`src/include/kwu_pkg.sv`:
```
// Package of the key wake unit: register indices, field positions, reset values.
// Assumes an AXI4-Lite master with 32-bit data and byte addresses of 8 bits.
package kwu_pkg;

  // --------------------------------------------------------------------------
  // Register indices; the byte address is four times the index.
  // --------------------------------------------------------------------------
  localparam logic [5:0] IDX_WAKE_STATUS_CONTROL  = 6'h0c;
  localparam logic [5:0] IDX_WAKE_PIN_ENABLE      = 6'h0d;
  localparam logic [5:0] IDX_WAKE_POLARITY_SELECT = 6'h0e;
  localparam logic [5:0] IDX_PORT_A_PULL_ENABLE   = 6'h0f;
  localparam logic [5:0] IDX_EVENT_STATUS         = 6'h10;
  localparam logic [5:0] IDX_EVENT_MASK           = 6'h11;

  // --------------------------------------------------------------------------
  // Fields of the status and control register, and the number of inputs.
  // --------------------------------------------------------------------------
  localparam int BIT_SENSITIVITY_MODE  = 0;
  localparam int BIT_REQUEST_ENABLE    = 1;
  localparam int BIT_FLAG_ACKNOWLEDGE  = 2;
  localparam int BIT_DETECT_FLAG       = 3;
  localparam int NUM_INPUTS            = 4;

  // --------------------------------------------------------------------------
  // Reset values and bus answers.
  // --------------------------------------------------------------------------
  localparam logic [3:0] RST_FIELD4     = 4'h0;
  localparam logic [1:0] RESP_OKAY      = 2'h0;
  localparam logic [1:0] RESP_SLVERR    = 2'h2;

endpackage

```
`src/kwu_key_wake_unit.sv`:
```
// Key wake unit: four-input wake and interrupt detector behind an AXI4-Lite slave.
// Assumes port pins are asynchronous to aclk and the master follows AXI4-Lite.
`timescale 1ns/1ps

module kwu_key_wake_unit
(
  input  wire logic        aclk,
  input  wire logic        aresetn,
  input  wire logic [7:0]  s_axi_awaddr,
  input  wire logic [2:0]  s_axi_awprot,
  input  wire logic        s_axi_awvalid,
  output logic             s_axi_awready,
  input  wire logic [31:0] s_axi_wdata,
  input  wire logic [3:0]  s_axi_wstrb,
  input  wire logic        s_axi_wvalid,
  output logic             s_axi_wready,
  output logic [1:0]       s_axi_bresp,
  output logic             s_axi_bvalid,
  input  wire logic        s_axi_bready,
  input  wire logic [7:0]  s_axi_araddr,
  input  wire logic [2:0]  s_axi_arprot,
  input  wire logic        s_axi_arvalid,
  output logic             s_axi_arready,
  output logic [31:0]      s_axi_rdata,
  output logic [1:0]       s_axi_rresp,
  output logic             s_axi_rvalid,
  input  wire logic        s_axi_rready,
  input  wire logic [3:0]  port_a_pins,
  output logic [3:0]       pullup_enable,
  output logic [3:0]       pulldown_enable,
  output logic             wake_request,
  output logic             irq
);

  // --------------------------------------------------------------------------
  // Helpers.
  // --------------------------------------------------------------------------
  function automatic logic is_mapped(input logic [5:0] idx);
    is_mapped = (idx == kwu_pkg::IDX_WAKE_STATUS_CONTROL)  ||
                (idx == kwu_pkg::IDX_WAKE_PIN_ENABLE)      ||
                (idx == kwu_pkg::IDX_WAKE_POLARITY_SELECT) ||
                (idx == kwu_pkg::IDX_PORT_A_PULL_ENABLE)   ||
                (idx == kwu_pkg::IDX_EVENT_STATUS)         ||
                (idx == kwu_pkg::IDX_EVENT_MASK);
  endfunction

  // --------------------------------------------------------------------------
  // State.
  // --------------------------------------------------------------------------
  logic [3:0]  sync1_r;
  logic [3:0]  sync2_r;
  logic [3:0]  armed_r;
  logic [3:0]  armed_nxt;
  logic        detect_flag_r;
  logic        detect_flag_nxt;
  logic        request_enable_r;
  logic        request_enable_nxt;
  logic        sensitivity_mode_r;
  logic        sensitivity_mode_nxt;
  logic [3:0]  pin_enable_r;
  logic [3:0]  pin_enable_nxt;
  logic [3:0]  polarity_r;
  logic [3:0]  polarity_nxt;
  logic [3:0]  pull_enable_r;
  logic [3:0]  pull_enable_nxt;
  logic [3:0]  event_status_r;
  logic [3:0]  event_status_nxt;
  logic [3:0]  event_mask_r;
  logic [3:0]  event_mask_nxt;
  logic [3:0]  pullup_r;
  logic [3:0]  pullup_nxt;
  logic [3:0]  pulldown_r;
  logic [3:0]  pulldown_nxt;

  logic        aw_held_r;
  logic        aw_held_nxt;
  logic [5:0]  aw_idx_r;
  logic [5:0]  aw_idx_nxt;
  logic        w_held_r;
  logic        w_held_nxt;
  logic [3:0]  w_data_r;
  logic [3:0]  w_data_nxt;
  logic        w_lane0_r;
  logic        w_lane0_nxt;
  logic        bvalid_r;
  logic        bvalid_nxt;
  logic [1:0]  bresp_r;
  logic [1:0]  bresp_nxt;
  logic        rvalid_r;
  logic        rvalid_nxt;
  logic [31:0] rdata_r;
  logic [31:0] rdata_nxt;
  logic [1:0]  rresp_r;
  logic [1:0]  rresp_nxt;

  // --------------------------------------------------------------------------
  // Detection.
  // --------------------------------------------------------------------------
  logic [3:0]  asserted;
  logic [3:0]  edge_hit;
  logic [3:0]  level_hit;
  logic [3:0]  detect_hit;
  logic        do_write;
  logic        do_read;
  logic [5:0]  ar_idx;
  logic        ack_write;

  always_comb
  begin
    // Polarity 1 makes a high pin the asserted sense.
    asserted   = ~(sync2_r ^ polarity_r);
    // Armed means the input was seen at its reset level while enabled.
    armed_nxt  = pin_enable_r & (armed_r | ~asserted) & ~asserted;
    edge_hit   = pin_enable_r & armed_r & asserted;
    level_hit  = (sensitivity_mode_r ? pin_enable_r & asserted : 4'h0);
    detect_hit = edge_hit | level_hit;
  end

  // --------------------------------------------------------------------------
  // Bus slave and registers.
  // --------------------------------------------------------------------------
  assign s_axi_awready = !aw_held_r && !bvalid_r;
  assign s_axi_wready  = !w_held_r && !bvalid_r;
  assign s_axi_arready = !rvalid_r;
  assign do_write      = aw_held_r && w_held_r;
  assign do_read       = s_axi_arvalid && s_axi_arready;
  assign ar_idx        = s_axi_araddr[7:2];
  assign ack_write     = do_write && w_lane0_r &&
                         (aw_idx_r == kwu_pkg::IDX_WAKE_STATUS_CONTROL) &&
                         w_data_r[kwu_pkg::BIT_FLAG_ACKNOWLEDGE];

  always_comb
  begin
    aw_held_nxt          = aw_held_r;
    aw_idx_nxt           = aw_idx_r;
    w_held_nxt           = w_held_r;
    w_data_nxt           = w_data_r;
    w_lane0_nxt          = w_lane0_r;
    bvalid_nxt           = bvalid_r && !s_axi_bready;
    bresp_nxt            = bresp_r;
    rvalid_nxt           = rvalid_r && !s_axi_rready;
    rdata_nxt            = rdata_r;
    rresp_nxt            = rresp_r;
    request_enable_nxt   = request_enable_r;
    sensitivity_mode_nxt = sensitivity_mode_r;
    pin_enable_nxt       = pin_enable_r;
    polarity_nxt         = polarity_r;
    pull_enable_nxt      = pull_enable_r;
    event_mask_nxt       = event_mask_r;
    event_status_nxt     = event_status_r;
    detect_flag_nxt      = detect_flag_r;

    if (s_axi_awvalid && s_axi_awready)
    begin
      aw_held_nxt = 1'b1;
      aw_idx_nxt  = s_axi_awaddr[7:2];
    end
    if (s_axi_wvalid && s_axi_wready)
    begin
      w_held_nxt  = 1'b1;
      w_data_nxt  = s_axi_wdata[3:0];
      w_lane0_nxt = s_axi_wstrb[0];
    end

    if (do_write)
    begin
      aw_held_nxt = 1'b0;
      w_held_nxt  = 1'b0;
      bvalid_nxt  = 1'b1;
      bresp_nxt   = is_mapped(aw_idx_r) ? kwu_pkg::RESP_OKAY : kwu_pkg::RESP_SLVERR;
      if (w_lane0_r)
      begin
        unique case (aw_idx_r)
          kwu_pkg::IDX_WAKE_STATUS_CONTROL:
          begin
            // Upper bits, the flag and the acknowledge bit of the write data are not stored.
            request_enable_nxt   = w_data_r[kwu_pkg::BIT_REQUEST_ENABLE];
            sensitivity_mode_nxt = w_data_r[kwu_pkg::BIT_SENSITIVITY_MODE];
          end
          kwu_pkg::IDX_WAKE_PIN_ENABLE:      pin_enable_nxt  = w_data_r;
          kwu_pkg::IDX_WAKE_POLARITY_SELECT: polarity_nxt    = w_data_r;
          kwu_pkg::IDX_PORT_A_PULL_ENABLE:   pull_enable_nxt = w_data_r;
          kwu_pkg::IDX_EVENT_MASK:           event_mask_nxt  = w_data_r;
          default:
          begin
          end
        endcase
      end
    end

    if (do_read)
    begin
      rvalid_nxt = 1'b1;
      rdata_nxt  = 32'h0000_0000;
      rresp_nxt  = is_mapped(ar_idx) ? kwu_pkg::RESP_OKAY : kwu_pkg::RESP_SLVERR;
      unique case (ar_idx)
        kwu_pkg::IDX_WAKE_STATUS_CONTROL:
          rdata_nxt[3:0] = {detect_flag_r, 1'b0, request_enable_r,
                            sensitivity_mode_r};
        kwu_pkg::IDX_WAKE_PIN_ENABLE:      rdata_nxt[3:0] = pin_enable_r;
        kwu_pkg::IDX_WAKE_POLARITY_SELECT: rdata_nxt[3:0] = polarity_r;
        kwu_pkg::IDX_PORT_A_PULL_ENABLE:   rdata_nxt[3:0] = pull_enable_r;
        kwu_pkg::IDX_EVENT_STATUS:
        begin
          rdata_nxt[3:0]   = event_status_r;
          event_status_nxt = 4'h0;
        end
        kwu_pkg::IDX_EVENT_MASK:           rdata_nxt[3:0] = event_mask_r;
        default:
        begin
        end
      endcase
    end

    // Sticky per-input events; a new hit in the read cycle is kept.
    event_status_nxt = event_status_nxt | detect_hit;

    // Level mode refuses the clear while any enabled input is asserted.
    if (ack_write && !(sensitivity_mode_r && |(pin_enable_r & asserted)))
      detect_flag_nxt = 1'b0;
    if (|detect_hit)
      detect_flag_nxt = 1'b1;

    // Pull direction follows polarity so the idle level is the reset level.
    pullup_nxt   = pull_enable_r & ~polarity_r;
    pulldown_nxt = pull_enable_r & polarity_r;
  end

  always_ff @(posedge aclk)
  begin
    if (!aresetn)
    begin
      sync1_r            <= kwu_pkg::RST_FIELD4;
      sync2_r            <= kwu_pkg::RST_FIELD4;
      armed_r            <= kwu_pkg::RST_FIELD4;
      detect_flag_r      <= 1'b0;
      request_enable_r   <= 1'b0;
      sensitivity_mode_r <= 1'b0;
      pin_enable_r       <= kwu_pkg::RST_FIELD4;
      polarity_r         <= kwu_pkg::RST_FIELD4;
      pull_enable_r      <= kwu_pkg::RST_FIELD4;
      event_status_r     <= kwu_pkg::RST_FIELD4;
      event_mask_r       <= kwu_pkg::RST_FIELD4;
      pullup_r           <= kwu_pkg::RST_FIELD4;
      pulldown_r         <= kwu_pkg::RST_FIELD4;
      aw_held_r          <= 1'b0;
      aw_idx_r           <= 6'h00;
      w_held_r           <= 1'b0;
      w_data_r           <= kwu_pkg::RST_FIELD4;
      w_lane0_r          <= 1'b0;
      bvalid_r           <= 1'b0;
      bresp_r            <= kwu_pkg::RESP_OKAY;
      rvalid_r           <= 1'b0;
      rdata_r            <= 32'h0000_0000;
      rresp_r            <= kwu_pkg::RESP_OKAY;
    end
    else
    begin
      sync1_r            <= port_a_pins;
      sync2_r            <= sync1_r;
      armed_r            <= armed_nxt;
      detect_flag_r      <= detect_flag_nxt;
      request_enable_r   <= request_enable_nxt;
      sensitivity_mode_r <= sensitivity_mode_nxt;
      pin_enable_r       <= pin_enable_nxt;
      polarity_r         <= polarity_nxt;
      pull_enable_r      <= pull_enable_nxt;
      event_status_r     <= event_status_nxt;
      event_mask_r       <= event_mask_nxt;
      pullup_r           <= pullup_nxt;
      pulldown_r         <= pulldown_nxt;
      aw_held_r          <= aw_held_nxt;
      aw_idx_r           <= aw_idx_nxt;
      w_held_r           <= w_held_nxt;
      w_data_r           <= w_data_nxt;
      w_lane0_r          <= w_lane0_nxt;
      bvalid_r           <= bvalid_nxt;
      bresp_r            <= bresp_nxt;
      rvalid_r           <= rvalid_nxt;
      rdata_r            <= rdata_nxt;
      rresp_r            <= rresp_nxt;
    end
  end

  // --------------------------------------------------------------------------
  // Outputs. No debug-mode input exists, so nothing can halt the unit.
  // --------------------------------------------------------------------------
  assign s_axi_bvalid    = bvalid_r;
  assign s_axi_bresp     = bresp_r;
  assign s_axi_rvalid    = rvalid_r;
  assign s_axi_rdata     = rdata_r;
  assign s_axi_rresp     = rresp_r;
  assign pullup_enable   = pullup_r;
  assign pulldown_enable = pulldown_r;
  assign wake_request    = detect_flag_r & request_enable_r;
  assign irq             = |(event_status_r & event_mask_r);

endmodule

```
`config.mk`:
```
export PLATFORM = sky130hd
export DESIGN_NAME = kwu_key_wake_unit
export DESIGN_NICKNAME = d
export VERILOG_FILES = /design/src/include/kwu_pkg.sv /design/src/kwu_key_wake_unit.sv
export SDC_FILE = /design/constraint.sdc
export NUM_CORES = 1
export LEC_CHECK = 0
export ABC_CLOCK_PERIOD_IN_PS = 1450
export BUFFER_PORTS_ARGS = -buffer_cell sky130_fd_sc_hd__buf_2
export CAP_MARGIN = 20
export CORE_UTILIZATION = 35
export CTS_BUF_LIST = sky130_fd_sc_hd__clkbuf_8
export CTS_CLUSTER_SIZE = 28
export DETAILED_ROUTE_END_ITERATION = 16
export SYNTH_ARGS = -nofsm -noshare
export SYNTH_HDL_FRONTEND = slang
export SYNTH_SLANG_ARGS = --single-unit
```
`constraint.sdc`:
```
create_clock -name aclk -period 1.45 [get_ports aclk]
set_input_delay 0.2175 -clock aclk [delete_from_list [all_inputs] [get_ports aclk]]
set_output_delay 0.2175 -clock aclk [all_outputs]
set_load 0.05 [all_outputs]
```
# Word level (Yosys, flattened, before mapping)
# Cells that the tools add are included.
# word_totals
ram_bits	0
elab_cells	102
input_bits	69
memories	0
mem_bits_ro	0
latchBits	0
regBits	66
# op_classes
n_eq_ne	12
shifts	0
n_reduce_logical	40
order_cmp	0
n_div	0
n_mux	10
n_addsub	0
bitwise	17
mul	0
# ops
operator	n
equality test 6 x 4 -> 1 bit (second input constant)	8
AND 4 bit	8
equality test 6 x 5 -> 1 bit (second input constant)	4
case mux 4 bit (6 select lines)	1
AND reduction 3 bit	5
logical AND 1 bit	13
2-to-1 mux 4 bit	3
inverter 4 bit	3
bitwise OR 4 bit	3
OR reduction 4 bit	3
logical OR 1 bit	10
zero test 1 bit	7
2-to-1 mux 1 bit	4
2-to-1 mux 2 bit	2
bitwise XOR 4 bit	1
nonzero test 2 bit	1
OR reduction 2 bit	1
AND 1 bit	1
inverter 1 bit	1

# Depth between registers and ports, before layout
# Gate-level depths: netlist (run 1).
# depth
depth_word	9
mapped_depth	5
ltp_nobuf	4

# Worst setup path before layout (run 1)
# No wires, ideal clock.
# synth_path
kind	register to register
start	reg bvalid_r (netlist: s_axi_bvalid)
end	reg aw_idx_r[0]
arrival_time_ns	2.017
stages_incl_launch_ff	6
n_path_buf	1
slack_ns	-0.695
required_ns	1.322
cell_sequence	dfxtp_1 > nor2_1 > and2_1 > clkbuf_1 > mux2i_1 > nor2_1
# synth_via
elab_chain_cells	3
# synth_lines
element	line_no	source
start: declaration	kwu_key_wake_unit.sv:85	logic bvalid_r;
start signal: assignment	kwu_key_wake_unit.sv:277	bvalid_r <= bvalid_nxt;
zero test 1 bit	kwu_key_wake_unit.sv:122	assign s_axi_awready = !aw_held_r && !bvalid_r;
logical AND 1 bit	kwu_key_wake_unit.sv:122	
named net s_axi_awready	kwu_key_wake_unit.sv:12	output logic s_axi_awready,
logical AND 1 bit	kwu_key_wake_unit.sv:153	if (s_axi_awvalid && s_axi_awready)
end signal: assignment	kwu_key_wake_unit.sv:273	aw_idx_r <= aw_idx_nxt;
end: declaration	kwu_key_wake_unit.sv:77	logic [5:0] aw_idx_r;
# The timed path passes the listed nets, and every way through them passes these cells.
# A chain may end at the register's enable or synchronous reset.

# Final worst setup path (run 1)
# layout_path
start	reg aw_idx_r[3]
end	reg event_mask_r[0]
# layout_via
elab_chain_cells	2
# layout_lines
element	line_no	source
equality test 6 x 5 -> 1 bit	kwu_key_wake_unit.sv:173	unique case (aw_idx_r)
AND reduction 3 bit (no line)	--	
end signal: assignment	kwu_key_wake_unit.sv:243	event_mask_r <= kwu_pkg::RST_FIELD4;
end signal: assignment	kwu_key_wake_unit.sv:269	event_mask_r <= event_mask_nxt;
end: declaration	kwu_key_wake_unit.sv:68	logic [3:0] event_mask_r;
# No other way between the ends.

==> summary.txt, run 1 <==
Run status
  – Status: finished, violations left
  – Failing checks: negative setup slack

Synth
  – Register area share after synthesis: 46.9%
  – Syn_area_per_cell: 9.43 um2
  – Yosys cell types: 41
  – Cells after Synth: 290
  – Flops & latches, synth: 64
  – Warnings, synthesis: 0
  – Synthesized area: 2730 um2

Place
  – Global placement routability congestion: 0.787
  – DP Area: 3130 um2
  – Placed cells: 441
  – IO buf count: 48
  – Post-DP HPWL: 4050 um

STA
  – Final Cycle Share: 107%
  – RSZ-0062 raised after global routing: yes
  – Post-Route Setup TNS: -0.387 ns
  – Fmax: 0.643 GHz
  – Final Hold Vio Count: 0
  – Max-slew violation count: 0
  – Final worst-path setup slack: -0.105 ns
  – Final setup fails: 7
  – Min Tclk post-route: 1.55 ns
  – Fin Hold WS: 0.0836 ns
  – Worst clock skew: 0.00588 ns

Layout
  – Layout area overhead: 22.3%
  – Final nets: 422
  – Share of layout cells above drive strength 1: 29.1%
  – Final cell count without fillers: 456
  – Antenna diode count: 0
  – Fillers: 746
  – Fin area: 3340 um2

GRT
  – Initial antenna violation count: 0
  – Vias in the first global route: 1,969
  – Largest net degree at the start of global routing: 41
  – Gr usage total: 14.8%
  – GR Overflow Total: 0
  – First-pass GRT wire length: 9340 um

Drt
  – Vias/cell: 4.55
  – Initial DRC count: 60
  – DRT Pass-1 Iters: 4
  – Antenna Violating Nets Remaining: 0
  – DR DRC count: 0
  – DR WL/cell: 12.4 um
  – Routed wire length: 5660 um
  – Via count: 2,073

Power and ir drop
  – Leakage: 1.55 nW
  – Pwr Density: 1110 nW/um2
  – Worst ir drop on vdd: 0.486 mV
  – Total power: 3.72 mW

Run
  – Max_cap viols: 0

Clock tree
  – Clock buffer depth: 2
  – TritonCTS clock tree: yes
  – TritonCTS Buffers: 9
  – Worst skew pair latency: 0.34 ns
  – CTS H-tree lvls: 3
  – Clock slew at reported path FFs: 0.07 ns
  – Root buffer cell: clkbuf_8
  – CTS sink cnt: 64

Setup path
  – Worst setup EP type: flop
  – CP Data Arrival Time: 1.79 ns
  – CP Launch Type: flop
  – Worst Setup Path Type: reg2reg
  – CP max FO: 4
  – FF-to-FF setup slack: -0.10 ns
  – Worst endpoint required time: 1.68 ns

Die
  – Row count: 31
  – Core area: 7410 um2
  – IO Pins: 120
  – Die area: 8170 um2
  – DIE WIDTH: 90.4 um
  – Initial Util: 36.9%
  – Die height: 90.4 um

Hold path
  – Hold crit path type: in2reg
==> metal layers <==
metal  vias to the layer above  GRT usage [%]  wire, um
met2                        65           22.5      2480
met1                       950           19.0      2820
met5                         -              0         0
li1                       1050              -         -
met4                         0           8.47        98
met3                         8           3.54       257
==> logic make-up (layout without fill, tap and decap cells) <==
| family | count (synthesis) | after routing | synth area share (%) |
|---|---|---|---|
| AND/OR/NAND/NOR | 103 | 103 | 19.9 |
| AO/OA/AOI/OAI | 33 | 33 | 7.28 |
| other | 1 | 30 | 0.137 |
| flip-flops | 64 | 64 | 46.9 |
| multiplexers | 37 | 37 | 13.8 |
| XOR/XNOR | 4 | 4 | 1.28 |
| buffers and inverters | 48 | 86 | 10.8 |
==> registers in the layout, summed over array words and instances, names as in the netlist <==
register	cells
s_axi_rresp	1
polarity_r	4
pulldown_enable	4
s_axi_rvalid	1
s_axi_rdata	4
detect_flag_r	1
sensitivity_mode_r	1
s_axi_bresp	1
pull_enable_r	4
pullup_enable	4
w_held_r	1
event_mask_r	4
w_data_r	4
aw_held_r	1
event_status_r	4
w_lane0_r	1
armed_r	4
pin_enable_r	4
s_axi_bvalid	1
sync1_r	4
request_enable_r	1
sync2_r	4
aw_idx_r	6
==> worst paths after layout <==
path / from / end / cells after the start
setup reg to reg: aw_idx_r[3] / event_mask_r[0] / 4
hold / removal: port_a_pins[1] / sync1_r[1] / 2
setup / recovery: aw_idx_r[3] / event_mask_r[0] / 4
hold reg to reg: sync1_r[3] / sync2_r[3] / 1
==> layout make-up <==
class | instances | area (um2) | area share, %
clock buffer | 11 | 151 | 4.53
clock inverter | 4 | 21.3 | 0.636
inverter | 5 | 18.8 | 0.561
multi-input combinational | 207 | 1330 | 39.9
sequential | 64 | 1290 | 38.6
tap | 99 | 124 | 3.70
timing repair buffer | 66 | 404 | 12.1
==> critical path: stages, from the launching register on <==
cell     delay (ns)
dfxtp_2        0.34
or4b_4         0.54
nor3_4         0.27
mux2i_1        0.24
nor2_1         0.06
==> metrics by stage <==
stage               setup slack [ns]  util, %
finish                        -0.105     45.1
global route                  -0.173     45.1
CTS                          -0.0939     44.7
detailed placement            -0.253     42.3
global placement              -0.238     42.3
floorplan                     -0.113        -
==> what timing repair did <==
| item | CTS | global route |
|---|---|---|
| hold buffers | 0 | 0 |
| resized for setup | 3 | 9 |
| setup endpoints to repair | 14 | 17 |
| endpoints found under the hold margin | 0 | 0 |
| setup buffers | 0 | 0 |
| pin swaps | 1 | 4 |
==> synthesized netlist by cell type (all sizes together) <==
cell type	instances	area [um2]
dfxtp	64	1280
and4b	1	10.0
xor2	4	35.0
nor2b	2	12.5
o2bb2ai	2	17.5
nor4	1	6.26
nor4bb	1	10.0
a22o	1	8.76
a221oi	2	17.5
nand4bb	1	11.3
or4	2	18.8
o22ai	1	6.26
nor2	48	180
buf	31	230
nand2	10	37.5
mux2	5	56.3
nand3	1	5.00
and2	11	68.8
or3b	1	8.76
a21oi	14	70.1
nand4	3	18.8
and3	9	56.3
mux2i	32	320
o21ai	7	35.0
clkbuf	12	45.0
o41ai	1	8.76
conb	1	3.75
nand2b	3	18.8
or4b	2	23.8
nor3	4	36.3
a22oi	2	15.0
inv	5	18.8
a31oi	2	12.5
or3	2	12.5
o31ai	1	7.51
nand4b	1	8.76
==> power breakdown <==
| part | internal [mW] | switching, mW | leakage [nW] | total [mW] |
|---|---|---|---|---|
| combinational | 0.145 | 0.378 | 0.938 | 0.524 |
| clock | 0.691 | 0.654 | 0.0924 | 1.35 |
| sequential | 1.81 | 0.0475 | 0.524 | 1.86 |
| total | 2.65 | 1.08 | 1.55 | 3.72 |
==> placed cells by master (no fill, tap or decap), types with 3 or more instances in the layout <==
cell type / synthesis / routed
dfxtp_1: 64 / 58
xor2_1: 4 / 3
dfxtp_2: 0 / 5
nand4_1: 3 / 3
o21ai_0: 7 / 5
buf_4: 30 / 15
mux2i_1: 32 / 32
inv_1: 5 / 6
nor2_1: 48 / 46
a21oi_1: 14 / 14
clkbuf_8: 0 / 11
nand2_1: 10 / 10
nand2b_1: 3 / 3
buf_2: 1 / 48
and3_1: 9 / 9
mux2_2: 5 / 5
and2_1: 11 / 11
conb_1: 1 / 30
Note: power is estimated with default switching activity, not from simulation.
==> run 2, diff against run 1 <==
CAP_MARGIN = 25   (was 20)
PLACE_DENSITY_LB_ADDON = 0.25   (was not set)
==> run 2 against run 1 <==
Effect of this change:
- the run still ends with negative setup slack left
- sequential power is essentially flat
- flip-flop and latch count unchanged
- first-iteration DRC count grew 58%
- worst hold slack got worse by 0.0041 ns
- sequential share of layout area decreased by 0.064 points
- clock skew grew 0.0060 ns
- setup slack gained 0.015 ns
- total power down 0.33%
- clock power about the same
==> summary.txt, run 2 (synthesis gave the netlist of run 1 again) <==
Clock tree
  – TritonCTS Buffers: 9 (unchanged)
  – Worst skew pair latency: 0.34 ns (about the same)
  – Root buffer cell: clkbuf_8
  – Clock slew at reported path FFs: 0.07 ns (about the same)
  – CTS H-tree lvls: 3 (unchanged)
  – # hold bufs at CTS: 0 (unchanged)
  – Clock buffer depth: 2 (unchanged)
  – TritonCTS clock tree: yes
  – CTS sink cnt: 64 (unchanged)

Drt
  – Routed wire length: 5690 um (+0.46%)
  – DRT Pass-1 Iters: 4 (unchanged)
  – DR WL/cell: 12.4 um (about the same)
  – Met1 wire length: 2770 um (-1.9%)
  – DR DRC count: 0 (unchanged)
  – Met3 WL: 230 um (-11%)
  – Max layer used: met4
  – WL met2: 2580 um (+3.8%)
  – Initial DRC count: 95 (+58%)
  – Via count: 2,129 (+2.7%)
  – Antenna Violating Nets Remaining: 0 (unchanged)
  – Vias/cell: 4.65 (+2.3%)

Setup path
  – CP Launch Type: flop
  – Worst endpoint required time: 1.68 ns (about the same)
  – CP Data Arrival Time: 1.77 ns (-0.02 ns)
  – Worst setup EP type: flop
  – CP max FO: 4 (unchanged)
  – Worst Setup Path Type: reg2reg

GRT
  – Gr usage total: 14.8% (about the same)
  – Initial antenna violation count: 0 (unchanged)
  – Largest net degree at the start of global routing: 41 (unchanged)
  – First-pass GRT wire length: 9350 um (+0.15%)
  – GR Overflow Total: 0 (unchanged)
  – Vias in the first global route: 1,882 (-4.4%)

Die
  – Die height: 90.4 um (unchanged)
  – IO Pins: 120 (unchanged)
  – DIE WIDTH: 90.4 um (unchanged)
  – Core area: 7410 um2 (unchanged)
  – Die area: 8170 um2 (unchanged)
  – Row count: 31 (unchanged)
  – Initial Util: 36.9% (unchanged)

Power and ir drop
  – Pwr Density: 1110 nW/um2 (-0.59%)
  – Switch share: 29.7% (+0.75 points)
  – Leakage: 1.56 nW (+0.19%)
  – NetSw: 1.10 mW (+2.3%)
  – Seq pwr share: 50.0% (+0.2 points)
  – Internal: 2.61 mW (-1.4%)
  – Combinational share of power: 14.1% (about the same)
  – Worst ir drop on vdd: 0.401 mV (-18%)
  – Clock Power Share: 35.9% (-0.2 points)

Place
  – Post-DP HPWL: 4030 um (-0.44%)
  – Global placement routability congestion: 0.754 (-4.2%)
  – IO buf count: 48 (unchanged)
  – Post-place setup slack: -0.249 ns (+0.00419 ns)
  – Placed cells: 441 (unchanged)

STA
  – Fmax: 0.650 GHz (+1.0%)
  – Worst clock skew: 0.0118 ns (+0.00595 ns)
  – Final worst-path setup slack: -0.0892 ns (+0.0155 ns)
  – Final setup fails: 9 (+2)
  – Max-slew violation count: 0 (unchanged)
  – RSZ-0062 raised after global routing: yes
  – Final Cycle Share: 106% (-1.1 points)
  – Final Hold Vio Count: 0 (unchanged)
  – Min Tclk post-route: 1.54 ns (-0.0155 ns)

Hold path
  – Hold crit path type: in2reg

Run
  – Max_cap viols: 0 (unchanged)

Layout
  – Share of layout cells above drive strength 1: 29.8% (+0.67 points)
  – Final nets: 423 (+0.24%)
  – Final cell count without fillers: 458 (+0.44%)
  – Max reg flops: 6 (unchanged)
  – Top reg by flops: aw_idx_r
  – Commonest non-fill, non-tap cells in the layout: dfxtp_1 (57), buf_2 (48), nor2_1 (46)
  – Fin util: 45.3% (+0.12 points)
  – Commonest non-fill, non-tap cell in the layout: dfxtp_1
  – Layout area overhead: 22.7%
  – Antenna diode count: 0 (unchanged)

Run status
  – Status: finished, violations left
  – Failing checks: negative setup slack
run 2: cell types whose count changed in the layout (fill, tap and decap cells not counted):
| cell | change |
|---|---|
| o21ai_1 | -2 |
| dfxtp_2 | +1 |
| inv_4 | +1 |
| clkbuf_8 | -1 |
| buf_4 | +1 |
| o21ai_0 | +2 |
| dfxtp_1 | -1 |
| clkinvlp_4 | +1 |
run 2: repair_timing:
| item | 4_1_cts | 5_1_grt |
|---|---|---|
| endpoints found under the setup margin | 14 | 19 |
| pin swaps | 5 | 8 |
| gates resized for setup | 5 | 6 |
| setup buffers | 0 | 1 |
run 2: worst max-delay path, stage by stage (launching register included):
cell and delay [ns]:
dfxtp_2 0.33, or4b_4 0.56, nor3_4 0.25, mux2i_1 0.23, nor2_1 0.06
run 2: cell type report:
class	count	area, um2
fillers	753	4060
multi-input cells	207	1330
flip-flops and latches	64	1290
repair buffers	67	412
clock buffers	10	138
well taps	99	124
clock inverters	6	35.0
inverters	5	18.8
run 2: power groups by stage:
stage,clock (mW),combinational (mW),sequential (mW)
floorplan,0,0.416,1.93
detailed placement,0,0.520,1.89
global placement,0,0.517,1.89
global route,1.45,0.557,1.86
CTS,1.38,0.523,1.85
finish,1.33,0.522,1.86
run 2: through the flow:
| step | hold slack [ns] | power [mW] | area, um2 | TNS (ns) |
|---|---|---|---|---|
| after floorplan | 0.345 | 2.34 | 2890 | -0.834 |
| after global placement | 0.416 | 2.41 | 3130 | -2.47 |
| after detailed placement | 0.423 | 2.41 | 3130 | -2.58 |
| after CTS | 0.0597 | 3.76 | 3320 | -0.534 |
| after global routing | 0.0754 | 3.87 | 3350 | -1.10 |
| final | 0.0795 | 3.71 | 3350 | -0.313 |
run 2: per-layer routing:
metal / vias to the layer above / track usage (%)
li1: 1058 / -
met1: 997 / 20.1
met2: 66 / 21.6
met3: 8 / 2.95
met4: 0 / 8.47
met5: - / 0
run 2: worst paths after layout:
path | cells past startpoint | slack (ns) | from | end
worst max register to register | 4 | -0.09 | aw_idx_r[5] | event_mask_r[2]
worst min register to register | 1 | 0.44 | sync1_r[0] | sync2_r[0]
worst max-delay path | 4 | -0.09 | aw_idx_r[5] | event_mask_r[2]
worst min-delay path | 2 | 0.08 | port_a_pins[1] | sync1_r[1]
